--- config.mk ---
export PLATFORM = sky130hd
export DESIGN_NAME = slsq_top
export DESIGN_NICKNAME = d
export VERILOG_FILES = /design/src/slsq_pkg.sv /design/src/slsq_top.sv
export SDC_FILE = /design/constraint.sdc
export NUM_CORES = 1
export LEC_CHECK = 0
export BUFFER_PORTS_ARGS = -buffer_cell sky130_fd_sc_hd__clkbuf_2
export CAP_MARGIN = 0
export CELL_PAD_IN_SITES_DETAIL_PLACEMENT = 1
export CELL_PAD_IN_SITES_GLOBAL_PLACEMENT = 1
export CORE_AREA = 2 2 217 219
export DETAILED_ROUTE_END_ITERATION = 8
export DIE_AREA = 0 0 219 221
export PLACE_DENSITY = 0.78
export SKIP_LAST_GASP = 1
export SYNTH_ARGS = -nofsm -noshare
export SYNTH_HDL_FRONTEND = slang
export SYNTH_SLANG_ARGS = --single-unit
export TNS_END_PERCENT = 10
--- constraint.sdc ---
create_clock -name pclk -period 12.1 [get_ports pclk]
set_clock_uncertainty 0.15 [all_clocks]
set_input_delay 0.605 -clock pclk [delete_from_list [all_inputs] [get_ports pclk]]
set_output_delay 0.605 -clock pclk [all_outputs]
set_load 0.01 [all_outputs]
--- src/slsq_pkg.sv ---
// package: constants, types and register map of the led switch sequencer
`default_nettype none
package slsq_pkg;
  // ----------------------------------------
  // register map (byte offsets)
  // ----------------------------------------
  localparam logic [11:0] OFS_STEP = 12'h000; // step period in ticks, rw
  localparam logic [11:0] OFS_STAT = 12'h004; // sequencer status, ro
  localparam logic [11:0] OFS_CFG = 12'h008; // captured codes, ro
  localparam logic [11:0] OFS_FLT = 12'h00C; // fault latches, ro
  localparam logic [15:0] STEP_RST = 16'h2710; // 10000 ticks = 10 ms
  // ----------------------------------------
  // timing
  // ----------------------------------------
  localparam int CLK_NS = 5; // pclk period
  localparam int TICK_NS = 1000; // oscillator tick, 1 us
  localparam int TICK_CYC = TICK_NS / CLK_NS; // pclk cycles per tick
  // fractions of the step period, q15
  localparam logic [10:0] BLANK_Q = 11'h347; // 0.0256
  localparam logic [10:0] BLANK_FADE_Q = 11'h45A; // 0.034
  localparam logic [10:0] PWM_Q = 11'h1B5; // 1/75
  localparam int Q_SHIFT = 15; // q15 scaling
  localparam int WIDTH_SHIFT = 4; // pulse change of 1/16
  // ----------------------------------------
  // switch and code fields
  // ----------------------------------------
  localparam int SW_N = 6; // bypass switches
  localparam logic [5:0] MASK_SW3 = 6'h07; // switches 1-3
  localparam logic [5:0] MASK_SW4 = 6'h1B; // switches 1,2,4,5
  localparam logic [5:0] MASK_SW5 = 6'h1F; // switches 1-5
  localparam logic [5:0] MASK_SW6 = 6'h3F; // all switches
  localparam int DIR_BIT = 3; // dim direction in first code
  localparam int THR_MSB = 2; // threshold field top
  localparam int CNT_MSB = 1; // switch count field top
  localparam int FADE_LSB = 2; // fade field bottom
  // decoded configuration levels, 4 bits each
  typedef struct packed {
    logic [3:0] thr_dir; // threshold_direction_code
    logic [3:0] chain_pos; // chain_position_code
    logic [3:0] sw_fade; // switch_count_fade_code
  } slsq_cfg_t;
  // comparator outputs from the analog front end
  typedef struct packed {
    logic [5:0] open_det; // drain-source above open threshold
    logic [5:0] short_det; // drain-source below short threshold
    logic [5:0] trace_det; // closed switch under minimum current
    logic therm_warn; // thermal warning
    logic therm_shdn; // thermal shutdown
    logic pump_ready; // charge pump in regulation
  } slsq_cmp_t;
  // sequencer states
  typedef enum logic [2:0] {
    ST_OFF, ST_SAMPLE, ST_PUMP, ST_IDLE, ST_WAIT, ST_RUN, ST_DONE
  } slsq_state_t;
endpackage : slsq_pkg
`default_nettype wire

--- src/slsq_top.sv ---
// sequencer core: start-up, chain handoff, stepping, fade, faults, apb registers
//
// Functional notes
// codes captured once; step period live
// sample codes after supply, then release enable
// initial states from direction; first change later
// one switch per step, then hold
// handoff counts rising edges; position code
// pull handoff low while sequencing, release after
// position zero starts at enable; else waits
// all devices hold end states afterwards
// fade ramps brightness via switch pwm
// pulse width times 1.0625 or 0.9375
// pwm frequency 75 over multiplier times period
// each code is a 4-bit level
// low first-code bits select short threshold
// direction bit picks start state and order
// third code low bits pick active switches
// third code high bits set fade length
// fault flag ors all fault conditions
// enable low or undervoltage clears faults
// open led forces that switch closed
// short checked on open switch only
// short blanked at start and transitions
// transition blank is fraction of period
// enable low: switches open, detection off
// enable high starts the configured sequence
// open trace flagged, blanked, sequence continues
// thermal shutdown closes all, cleared by power
// timing counted in oscillator ticks
// comparator inputs synchronised first
//
// Local design decisions: the APB register port and the register addresses.
`default_nettype none
module slsq_top
  import slsq_pkg::*;
#(
  parameter int TICK_DIV = TICK_CYC // pclk cycles per oscillator tick
) (
  // clock and reset
  input wire logic pclk,
  input wire logic presetn,
  // apb slave
  input wire logic psel,
  input wire logic penable,
  input wire logic pwrite,
  input wire logic [11:0] paddr,
  input wire logic [31:0] pwdata,
  output logic [31:0] prdata,
  output logic pready,
  output logic pslverr,
  // supply and bias
  input wire logic supply_ok,
  input wire logic bias_ready,
  // decoded codes and comparators
  input wire slsq_cfg_t cfg_in,
  input wire slsq_cmp_t cmp_in,
  // enable pin, open drain
  input wire logic en_in,
  output logic en_out,
  output logic en_oe,
  // chain handoff pin, open drain
  input wire logic sync_in,
  output logic sync_out,
  output logic sync_oe,
  // switch gates, threshold select, flag
  output logic [5:0] sw_closed,
  output logic [2:0] short_detect_threshold,
  output logic fault_flag_n
);
  // ----------------------------------------
  // declarations
  // ----------------------------------------
  slsq_state_t state_r, state_nxt; // sequencer state
  slsq_cfg_t cfg_r; // captured codes
  slsq_cmp_t cmp_m_r, cmp_s_r; // comparator synchroniser
  logic [15:0] tick_cnt_r; // prescaler
  logic tick; // oscillator tick
  logic [15:0] step_len_r; // step period in ticks
  logic [15:0] step_cnt_r; // ticks into step
  logic step_end; // last tick of step
  logic sync_prev_r, sync_rise; // handoff edge
  logic [3:0] edge_cnt_r; // handoff edges seen
  logic [5:0] act, done_r, pend, pick; // switch masks
  logic dim_up, seq_on, run_on, last_sw;
  logic [1:0] fade_n, fade_left_r; // fade multiplier
  logic [5:0] fade_sw_r; // switch being faded
  logic [31:0] pwm_prod, blank_prod; // period products
  logic [15:0] pwm_per, width_r, pwm_cnt_r; // fade pwm
  logic [16:0] width_up; // grown pulse
  logic pwm_wrap, pwm_on;
  logic [15:0] blank_r, blank_sw; // blanking
  logic blank, det_on;
  logic [5:0] open_flt_r, short_flt_r, trace_flt_r; // fault latches
  logic warn_r, shdn_r, pump_flt_r, flt_clr;
  logic [5:0] sw_nxt, sw_r; // switch gates
  logic flag_r; // registered flag, high = fault
  logic [31:0] rdata_nxt, rdata_r;
  logic hit;

  // ----------------------------------------
  // comparator synchroniser
  // ----------------------------------------
  // second stage is the only reader of the first
  always_ff @(posedge pclk or negedge presetn) begin
    if (!presetn) begin
      cmp_m_r <= '0;
      cmp_s_r <= '0;
    end else begin
      cmp_m_r <= cmp_in;
      cmp_s_r <= cmp_m_r;
    end
  end

  // ----------------------------------------
  // oscillator tick and step timer
  // ----------------------------------------
  assign tick = (tick_cnt_r == 16'(TICK_DIV - 1));
  // prescaler
  always_ff @(posedge pclk or negedge presetn) begin
    if (!presetn) tick_cnt_r <= '0;
    else if (tick) tick_cnt_r <= '0;
    else tick_cnt_r <= tick_cnt_r + 16'h0001;
  end

  assign run_on = (state_r == ST_RUN) || (state_r == ST_DONE);
  // compare against live length so a shorter period applies at once
  assign step_end = run_on && tick && ({1'b0, step_cnt_r} + 17'h00001 >= {1'b0, step_len_r});
  // ticks into the current step
  always_ff @(posedge pclk or negedge presetn) begin
    if (!presetn) step_cnt_r <= '0;
    else if (!run_on || step_end) step_cnt_r <= '0;
    else if (tick) step_cnt_r <= step_cnt_r + 16'h0001;
  end

  // ----------------------------------------
  // configuration decode
  // ----------------------------------------
  // captured once in the sample state only
  always_ff @(posedge pclk or negedge presetn) begin
    if (!presetn) cfg_r <= '0;
    else if (state_r == ST_SAMPLE) cfg_r <= cfg_in;
  end
  assign short_detect_threshold = cfg_r.thr_dir[THR_MSB:0];
  assign dim_up = cfg_r.thr_dir[DIR_BIT];
  assign fade_n = cfg_r.sw_fade[FADE_LSB+1:FADE_LSB];
  // active switches by count code
  always_comb begin
    case (cfg_r.sw_fade[CNT_MSB:0])
      2'h0: act = MASK_SW3;
      2'h1: act = MASK_SW4;
      2'h2: act = MASK_SW5;
      default: act = MASK_SW6;
    endcase
  end

  // ----------------------------------------
  // chain handoff edge counter
  // ----------------------------------------
  assign sync_rise = sync_in && !sync_prev_r;
  // edge history and count while waiting
  always_ff @(posedge pclk or negedge presetn) begin
    if (!presetn) begin
      sync_prev_r <= 1'b1;
      edge_cnt_r <= '0;
    end else begin
      sync_prev_r <= sync_in;
      if (state_r != ST_WAIT) edge_cnt_r <= '0;
      else if (sync_rise) edge_cnt_r <= edge_cnt_r + 4'h1;
    end
  end

  // ----------------------------------------
  // sequencer state machine
  // ----------------------------------------
  // next active switch: lowest first dimming up, highest first down
  assign pend = act & ~done_r;
  always_comb begin
    pick = '0;
    for (int i = 0; i < SW_N; i++) begin
      if (dim_up) begin
        if (pend[i] && pick == 6'h00) pick[i] = 1'b1;
      end else if (pend[SW_N-1-i] && pick == 6'h00) begin
        pick[SW_N-1-i] = 1'b1;
      end
    end
  end
  assign last_sw = ((pend & ~pick) == 6'h00);

  // start-up, enable and chain flow
  always_comb begin
    state_nxt = state_r;
    case (state_r)
      ST_OFF: state_nxt = ST_SAMPLE;
      ST_SAMPLE: state_nxt = ST_PUMP;
      ST_PUMP: begin
        if (cmp_s_r.pump_ready && bias_ready) state_nxt = ST_IDLE;
      end
      ST_IDLE: begin
        if (en_in) state_nxt = (cfg_r.chain_pos == 4'h0) ? ST_RUN : ST_WAIT;
      end
      ST_WAIT: begin
        if (!en_in) state_nxt = ST_IDLE;
        else if (sync_rise && (edge_cnt_r + 4'h1 == cfg_r.chain_pos)) state_nxt = ST_RUN;
      end
      ST_RUN: begin
        if (!en_in) state_nxt = ST_IDLE;
        else if (step_end && last_sw) state_nxt = ST_DONE;
      end
      ST_DONE: begin
        if (!en_in) state_nxt = ST_IDLE;
      end
      default: state_nxt = ST_OFF;
    endcase
    if (!supply_ok) state_nxt = ST_OFF; // undervoltage restarts all
  end

  // state register
  always_ff @(posedge pclk or negedge presetn) begin
    if (!presetn) state_r <= ST_OFF;
    else state_r <= state_nxt;
  end

  // switches already changed; one per step end
  always_ff @(posedge pclk or negedge presetn) begin
    if (!presetn) done_r <= '0;
    else if (!run_on) done_r <= '0;
    else if (state_r == ST_RUN && step_end) done_r <= done_r | pick;
  end

  // open drain pins: enable held low through start-up, handoff while running
  assign en_out = 1'b0;
  assign en_oe = (state_r == ST_OFF) || (state_r == ST_SAMPLE) || (state_r == ST_PUMP);
  assign sync_out = 1'b0;
  assign sync_oe = (state_r == ST_RUN);

  // ----------------------------------------
  // fade pwm
  // ----------------------------------------
  // period = multiplier x step / 75
  assign pwm_prod = 32'(step_len_r) * 32'(fade_n) * 32'(PWM_Q);
  assign pwm_per = (pwm_prod[30:Q_SHIFT] == 16'h0000) ? 16'h0001 : pwm_prod[30:Q_SHIFT];
  assign pwm_wrap = tick && ({1'b0, pwm_cnt_r} + 17'h00001 >= {1'b0, pwm_per});
  assign pwm_on = (pwm_cnt_r < width_r);
  assign width_up = {1'b0, width_r} + {5'h00, width_r[15:WIDTH_SHIFT]} + 17'h00001;

  // fading switch and steps left
  always_ff @(posedge pclk or negedge presetn) begin
    if (!presetn) begin
      fade_sw_r <= '0;
      fade_left_r <= '0;
    end else if (!run_on) begin
      fade_sw_r <= '0;
      fade_left_r <= '0;
    end else if (step_end) begin
      if (state_r == ST_RUN && pick != 6'h00 && fade_n != 2'h0) begin
        fade_sw_r <= pick;
        fade_left_r <= fade_n;
      end else if (fade_left_r > 2'h1) begin
        fade_left_r <= fade_left_r - 2'h1;
      end else begin
        fade_sw_r <= '0;
        fade_left_r <= '0;
      end
    end
  end

  // pulse width grows or shrinks by 1/16 each pwm period
  always_ff @(posedge pclk or negedge presetn) begin
    if (!presetn) begin
      pwm_cnt_r <= '0;
      width_r <= '0;
    end else if (step_end && state_r == ST_RUN && pick != 6'h00) begin
      pwm_cnt_r <= '0;
      width_r <= dim_up ? 16'h0001 : pwm_per;
    end else if (pwm_wrap) begin
      pwm_cnt_r <= '0;
      if (dim_up) width_r <= (width_up > {1'b0, pwm_per}) ? pwm_per : width_up[15:0];
      else if (width_r > 16'h0001 + (width_r >> WIDTH_SHIFT))
        width_r <= width_r - (width_r >> WIDTH_SHIFT) - 16'h0001;
      else width_r <= '0;
    end else if (tick) begin
      pwm_cnt_r <= pwm_cnt_r + 16'h0001;
    end
  end

  // ----------------------------------------
  // detection blanking
  // ----------------------------------------
  assign blank_prod = (fade_n == 2'h0) ? 32'(step_len_r) * 32'(BLANK_Q)
                                       : 32'(step_len_r) * 32'(fade_n) * 32'(BLANK_FADE_Q);
  assign blank_sw = blank_prod[30:Q_SHIFT];
  assign blank = (blank_r != 16'h0000);
  // half period at start, transition window at each step
  always_ff @(posedge pclk or negedge presetn) begin
    if (!presetn) blank_r <= '0;
    else if (state_nxt == ST_RUN && state_r != ST_RUN) blank_r <= step_len_r >> 1;
    else if (state_r == ST_RUN && step_end) blank_r <= blank_sw;
    else if (tick && blank) blank_r <= blank_r - 16'h0001;
  end

  // ----------------------------------------
  // fault latches
  // ----------------------------------------
  assign flt_clr = !en_in || !supply_ok;
  assign det_on = run_on && en_in;
  // led faults; detection off while enable is low
  always_ff @(posedge pclk or negedge presetn) begin
    if (!presetn) begin
      open_flt_r <= '0;
      short_flt_r <= '0;
      trace_flt_r <= '0;
    end else if (flt_clr) begin
      open_flt_r <= '0;
      short_flt_r <= '0;
      trace_flt_r <= '0;
    end else if (det_on) begin
      open_flt_r <= open_flt_r | (cmp_s_r.open_det & ~sw_r & act);
      if (!blank) begin
        short_flt_r <= short_flt_r | (cmp_s_r.short_det & ~sw_r & act);
        trace_flt_r <= trace_flt_r | (cmp_s_r.trace_det & sw_r & act);
      end
    end
  end

  // warning and pump faults clear with enable; shutdown only by power
  always_ff @(posedge pclk or negedge presetn) begin
    if (!presetn) begin
      warn_r <= 1'b0;
      pump_flt_r <= 1'b0;
      shdn_r <= 1'b0;
    end else begin
      warn_r <= !flt_clr && (warn_r || cmp_s_r.therm_warn);
      pump_flt_r <= !flt_clr && (pump_flt_r || (!en_oe && !cmp_s_r.pump_ready));
      shdn_r <= supply_ok && (shdn_r || cmp_s_r.therm_shdn);
    end
  end

  // flag from any latch
  always_ff @(posedge pclk or negedge presetn) begin
    if (!presetn) flag_r <= 1'b0;
    else flag_r <= (|open_flt_r) || (|short_flt_r) || (|trace_flt_r)
                   || warn_r || pump_flt_r || shdn_r;
  end
  assign fault_flag_n = !flag_r;

  // ----------------------------------------
  // switch gates
  // ----------------------------------------
  assign seq_on = en_in && (state_r == ST_WAIT || run_on);
  for (genvar g = 0; g < SW_N; g++) begin : g_sw
    // priority: shutdown, enable, unused or open, fade, step state
    always_comb begin
      if (shdn_r) sw_nxt[g] = 1'b1;
      else if (!seq_on) sw_nxt[g] = 1'b0;
      else if (!act[g] || open_flt_r[g]) sw_nxt[g] = 1'b1;
      else if (fade_sw_r[g]) sw_nxt[g] = !pwm_on;
      else sw_nxt[g] = dim_up ^ done_r[g];
    end
  end
  // registered gate drive
  always_ff @(posedge pclk or negedge presetn) begin
    if (!presetn) sw_r <= '0;
    else sw_r <= sw_nxt;
  end
  assign sw_closed = sw_r;

  // ----------------------------------------
  // apb slave
  // ----------------------------------------
  assign pready = 1'b1;
  assign hit = (paddr == OFS_STEP) || (paddr == OFS_STAT) || (paddr == OFS_CFG) || (paddr == OFS_FLT);
  assign pslverr = psel && penable && !hit;
  // read mux
  always_comb begin
    case (paddr)
      OFS_STEP: rdata_nxt = {16'h0000, step_len_r};
      OFS_STAT: rdata_nxt = {16'h0000, edge_cnt_r, done_r, flag_r, sync_oe, dim_up, state_r};
      OFS_CFG: rdata_nxt = {20'h00000, cfg_r};
      OFS_FLT: rdata_nxt = {5'h00, pump_flt_r, shdn_r, warn_r, 2'h0, trace_flt_r,
                            2'h0, short_flt_r, 2'h0, open_flt_r};
      default: rdata_nxt = 32'h00000000;
    endcase
  end
  // read data caught in the setup cycle
  always_ff @(posedge pclk or negedge presetn) begin
    if (!presetn) rdata_r <= '0;
    else if (psel && !penable && !pwrite) rdata_r <= rdata_nxt;
  end
  assign prdata = rdata_r;
  // step period register
  always_ff @(posedge pclk or negedge presetn) begin
    if (!presetn) step_len_r <= STEP_RST;
    else if (psel && penable && pwrite && paddr == OFS_STEP) step_len_r <= pwdata[15:0];
  end
endmodule : slsq_top
`default_nettype wire

## Word-level counts from Yosys, hierarchy flattened

Cells that the tools add are included.

- Flip-flop bits (word level): 232
- Logic and storage cells: 299
- Output and inout port bits: 48
- Bits of input ports: 86

- Order comparisons: 6
- Equal/unequal tests: 20
- Mux-type cells: 97
- Reductions and logical operators: 102
- Bitwise gates (word level): 21
- Add/sub/neg operators: 13
- $mul: 4

Operators by type and width:

| cell | number |
|---|---|
| 16-bit 2-to-1 mux | 14 |
| 27-bit one-hot mux with 4 select lines | 1 |
| 6-bit 2-to-1 mux | 14 |
| 1-bit 2-to-1 mux | 49 |
| 16-bit by 1-bit adder with 16-bit output (second input constant) | 3 |
| 6-bit AND | 8 |
| 1-bit logical AND | 35 |
| 16-bit by 1-bit adder with 17-bit output (second input constant) | 2 |
| 16-bit by 1-bit subtractor with 16-bit output (second input constant) | 2 |
| 29-bit 2-to-1 mux | 1 |
| 18-bit by 10-bit multiplier with 28-bit output (second input constant) | 1 |
| 18-bit by 9-bit multiplier with 27-bit output (second input constant) | 1 |
| 16-bit by 10-bit multiplier with 26-bit output (second input constant) | 1 |
| 12-bit by 4-bit == test with 1-bit output (second input constant) | 2 |
| 6-bit logical NOT | 4 |
| 12-bit 2-to-1 mux | 2 |
| 3-bit 2-to-1 mux | 8 |
| 6-bit bitwise OR | 4 |
| 1-bit logical OR | 23 |
| 3-bit one-hot mux with 7 select lines | 1 |
| 1-bit logical NOT | 18 |
| 16-bit by 2-bit multiplier with 18-bit output | 1 |
| 6-bit NOT | 3 |
| 6-bit one-hot mux with 3 select lines | 1 |
| 37 further kinds | 64 |

## Logic depth before layout (Yosys ltp)

- Word-level depth: 36
- Depth in mapped cells: 44
- Gate-level depth less buffers: 40

## Least setup slack after synthesis

OpenSTA, ideal clock, no wires.

- Path kind: register to register
- Start: register cfg_r[3] (netlist bit)
- End: register width_r[13]
- Path buffers: 3
- Library setup time: 76 ps
- Arrival: 8894 ps
- Required time: 11874 ps
- Clock period less this slack: 9120 ps
- Slack: 2980 ps
- Stages on the path, launching flop included: 41
- Cells stage by stage: dfrtp_1 clkbuf_1 clkbuf_1 nand2_1 inv_1 ha_1 a21o_1 a21oi_1 o21bai_1 a41oi_1 a21oi_1 a21o_1 and4_1 nor4_1 o21bai_1 xnor2_1 ha_1 ha_1 (+5 left out) a211oi_1 nor2_1 a211oi_1 o21bai_1 xnor2_1 a41o_1 ha_1 nor2b_1 o21a_1 o21a_1 o21ai_0 a221o_1 a21oi_1 nand2b_1 clkbuf_1 nand2_1 or3_1 o21ai_1

- Cells in the longest elaborated chain, start to end: 9
- Elaborated cells on any way between the ends: 12
- Classes of those cells: mul: 2; order compare: 2; mux: 5; reduce/logical: 3

Ends and longest elaborated chain:

| item | RTL line | text |
|---|---|---|
| start: declaration | slsq_top.sv:75 | `slsq_cfg_t cfg_r;` |
| start signal: assignment | slsq_top.sv:142 | `else if (state_r == ST_SAMPLE) cfg_r <= cfg_in;` |
| 16-bit by 2-bit multiplier with 18-bit output * | slsq_top.sv:241 | `assign pwm_prod = 32'(step_len_r) * 32'(fade_n) * 32'(PWM_Q);` |
| 18-bit by 9-bit multiplier with 27-bit output * | slsq_top.sv:241 |  |
| 16-bit logical NOT | slsq_top.sv:242 | `assign pwm_per = (pwm_prod[30:Q_SHIFT] == 16'h0000) ? 16'h0001 : pwm_prod[30:Q_SHIFT];` |
| 12-bit 2-to-1 mux * | slsq_top.sv:242 |  |
| 17-bit by 12-bit greater-than comparator with 1-bit output | slsq_top.sv:278 | `if (dim_up) width_r <= (width_up > {1'b0, pwm_per}) ? pwm_per : width_up[15:0];` |
| 16-bit 2-to-1 mux (2 in a row) | slsq_top.sv:278 |  |
| 16-bit 2-to-1 mux | slsq_top.sv:276 | `end else if (pwm_wrap) begin` |
| 16-bit 2-to-1 mux | slsq_top.sv:273 | `end else if (step_end && state_r == ST_RUN && pick != 6'h00) begin` |
| end signal: assignment | slsq_top.sv:275 | `width_r <= dim_up ? 16'h0001 : pwm_per;` |
| end signal: assignment | slsq_top.sv:278 |  |
| end signal: assignment | slsq_top.sv:280 | `width_r <= width_r - (width_r >> WIDTH_SHIFT) - 16'h0001;` |
| end: declaration | slsq_top.sv:89 | `logic [15:0] pwm_per, width_r, pwm_cnt_r;` |

Every way passes the cells marked *; elsewhere a longest branch is shown, timed or not. The select of a mux whose other input is x is not followed.
A chain may end at the register's enable or synchronous reset.

## Worst setup path in the final report

- Start: register step_len_r[1]
- End: register width_r[6]

- Cells in the longest elaborated chain, start to end: 9
- Elaborated cells on any way between the ends: 17
- Classes of those cells: mul: 2; order compare: 3; mux: 6; reduce/logical: 6

Ends and longest elaborated chain:

| item | RTL line | text |
|---|---|---|
| start: declaration | slsq_top.sv:79 | `logic [15:0] step_len_r;` |
| start signal: assignment | slsq_top.sv:394 | `else if (psel && penable && pwrite && paddr == OFS_STEP) step_len_r <= pwdata[15:0];` |
| 16-bit by 2-bit multiplier with 18-bit output | slsq_top.sv:241 |  |
| 18-bit by 9-bit multiplier with 27-bit output | slsq_top.sv:241 |  |
| 16-bit logical NOT | slsq_top.sv:242 |  |
| 12-bit 2-to-1 mux | slsq_top.sv:242 |  |
| 17-bit by 12-bit greater-than comparator with 1-bit output | slsq_top.sv:278 |  |
| 16-bit 2-to-1 mux (2 in a row) | slsq_top.sv:278 |  |
| 16-bit 2-to-1 mux | slsq_top.sv:276 |  |
| 16-bit 2-to-1 mux | slsq_top.sv:273 |  |

Several ways; a longest one is shown, not always the timed one. The select of a mux whose other input is x is not followed.

==> key figures <==
Setup path
  – Largest fanout on the critical path: 10
  – Slowest cell on the critical path: dfrtp_1
  – Critical path type: reg2reg
  – Worst setup EP type: register
  – Worst Path Required: 12.38 ns
  – Critical path arrival: 11.16 ns
  – Max incr delay on CP: 0.73 ns
  – Critical Path Source Type: register
  – Crit-path most repeated cell: ha_1

Clock tree
  – Clock root buffer: clkbuf_16
  – CTS max path bufs: 3
  – Num CTS Buffers: 26
  – Clock latency on the worst-skew pair: 0.58 ns
  – H-Tree Depth: 1
  – CTS tree: yes
  – Clock sink count: 225
  – CTS clock-pin slew for the worst setup and hold paths: 0.06 ns

Timing
  – Minimum clock period: 10.88 ns
  – Fin crit share: 0.899
  – Worst slew pin tran: 1.31 ns
  – Final setup violation count: 0
  – Hold Fails Final Rpt: 0
  – Final setup TNS: 0 ns
  – Final-report max-slew violation count: 0
  – Slew headroom: 0.123
  – RSZ-0062 raised after global routing: no
  – Max Clock Freq: 0.0919 GHz

Synth
  – Seq cells post-synth: 225
  – Post-synth ARST share: 1.00
  – Area contributors post-synth: dfrtp_1 25%, ha_1 19%, fa_1 12%
  – Post-Syn Area: 22400 um2
  – Seq/Total Area, Yosys: 0.252
  – Mapped Cells: 2384
  – Synth top area share: 0.245
  – Post-synth top cells: 343 x ha_1, 276 x inv_1, 219 x dfrtp_1, 162 x nor2_1, 153 x nand2_1
  – EDFF count, synth: 0
  – Yosys warning count: 0
  – Top-count cell post-synth: ha_1
  – Syn Area/Cell: 9.38 um2
  – Post-synthesis cell type count: 91
  – Ys flop type: dfrtp_1
  – Cell taking the most area after synthesis: dfrtp_1

Floorplan
  – Number of primary I/O pins: 134
  – Die Wd: 219 um
  – Initial Util: 0.486
  – Site row count: 79
  – Die H: 221 um
  – Core Region: 46100 um2
  – Die ar.: 48400 um2

Placed design
  – GP Congestion: 0.889
  – # port buffers: 107
  – Detail Placement HPWL: 54.1 mm

Global routing
  – Largest net degree at the start of global routing: 120
  – First-pass GRT wire length: 114 mm
  – Vias in the first global route: 20.8k
  – Overflow after GRT: 0
  – Total GRT Usage: 0.298
  – Antenna violations before repair: 1

Layout
  – Layout cells sized above 1: 0.0977
  – Fill cells: 5335
  – ANT cells: 0
  – Layout net count: 3062
  – Area Growth Syn to Fin: 10.4%

Drt
  – DR iter-0 viols: 903
  – Routed vias: 18.6k
  – Wire per inst: 22.8 um
  – DR pass1 iterations: 5
  – DRC: 0
  – Remaining antenna violation count: 0
  – Wirelength, routed: 71.4 mm
  – Via/cell ratio: 5.95

Run
  – Maxcap violations: 0

Worst hold path
  – HP Class: in2reg

Run status
  – Status: finished, final reports clean
==> worst paths after layout <==
check                               from            end  slack (ns)  cells past startpoint
max                        step_len_r[1]     width_r[6]        1.22                     38
min                           cmp_in[20]    cmp_m_r[20]        0.02                      1
max reg2reg                step_len_r[1]     width_r[6]        1.22                     38
min reg2reg                   cmp_m_r[1]     cmp_s_r[1]        0.20                      0
max in group asynchronous        presetn     prdata[10]        9.17                      4
min in group asynchronous        presetn  step_cnt_r[0]        0.49                      2
==> critical path, delay by kind of cell (launching register included) <==
kind	cells	cell delay [ns]
compound gates	16	3.64
xor+xnor	1	0.39
fa+ha+maj	8	2.69
buf+inv	3	0.45
flops	1	0.73
mux	1	0.34
simple gates	9	2.32
==> sequential cells by signal, summed over array words and instances, names as in the netlist, 9 cells and up <==
name        cells
pwm_cnt_r      16
step_len_r     16
cfg_r           9
tick_cnt_r     16
blank_r        16
prdata         25
cmp_s_r        21
cmp_m_r        21
step_cnt_r     16
width_r        16
==> kinds of logic after synthesis <==
logic type / Yosys count / synth area share
AOI/OAI and AO/OA: 488 / 0.148
and+or+nand+nor: 632 / 0.139
muxes: 39 / 0.0215
other: 2 / 0.000336
buffers and inverters: 356 / 0.0630
adders and majority gates: 478 / 0.312
xor gates and xnor gates: 164 / 0.0642
DFF: 225 / 0.252
==> what timing repair did <==
action | CTS | global route
hold endpoints to repair | 39 | 0
gates resized for setup | 0 | 0
buffers inserted | 0 | 0
hold buffers | 21 | 0
==> area by class of cell <==
| type | count | area, um2 | area share |
|---|---|---|---|
| Tap cell | 607 | 759 | 0.0308 |
| Sequential cell | 225 | 5640 | 0.228 |
| Clock inverter | 13 | 213 | 0.00862 |
| Multi-Input combinational cell | 1811 | 15400 | 0.622 |
| Timing Repair Buffer | 154 | 951 | 0.0385 |
| Inverter | 281 | 1050 | 0.0427 |
| Clock buffer | 34 | 711 | 0.0288 |
==> per-layer routing <==
layer  share of wire  global-route usage  vias up
met1            0.40               0.358     9410
met2            0.51               0.528      459
met4           0.046               0.124        2
met3           0.042              0.0459      218
met5         0.00015                   0        -
li1                -                   -     8492
==> layout by cell type, fill, tap and decap left out, drive strengths merged, types with 8 or more instances in the layout <==
cell,n
ha,343
inv,283
dfrtp,219
nor2,162
nand2,153
clkbuf,140
fa,134
o21ai,131
a21oi,96
xnor2,96
xor2,68
nand3,58
nor3,49
and2,46
a21o,34
a31oi,29
buf,27
nand4,26
a211oi,26
and3,25
mux2,23
nor2b,22
dlygate4sd3,21
o21a,20
nand2b,20
a22o,18
or3,17
nor4,17
o31ai,17
or2,13
o21bai,11
mux2i,11
conb,10
o211ai,10
nand3b,8
==> stage by stage <==
step / cells / utilization / hold slack (ns) / area [um2] / setup slack [ns]
finish: 3125 / 0.536 / 0.0213 / 24700 / 1.22
global route: 3125 / 0.536 / 0.00120 / 24700 / 0.500
CTS: 3125 / 0.536 / 0.00230 / 24700 / 1.28
detailed placement: 3057 / 0.511 / 0.186 / 23600 / 1.35
global placement: 3057 / 0.511 / 0.182 / 23600 / 1.60
floorplan: 2392 / - / 0.159 / 22400 / 2.98
Power is not shown: default switching activity piles up to over one toggle a cycle in this logic, so the estimate is an artifact.
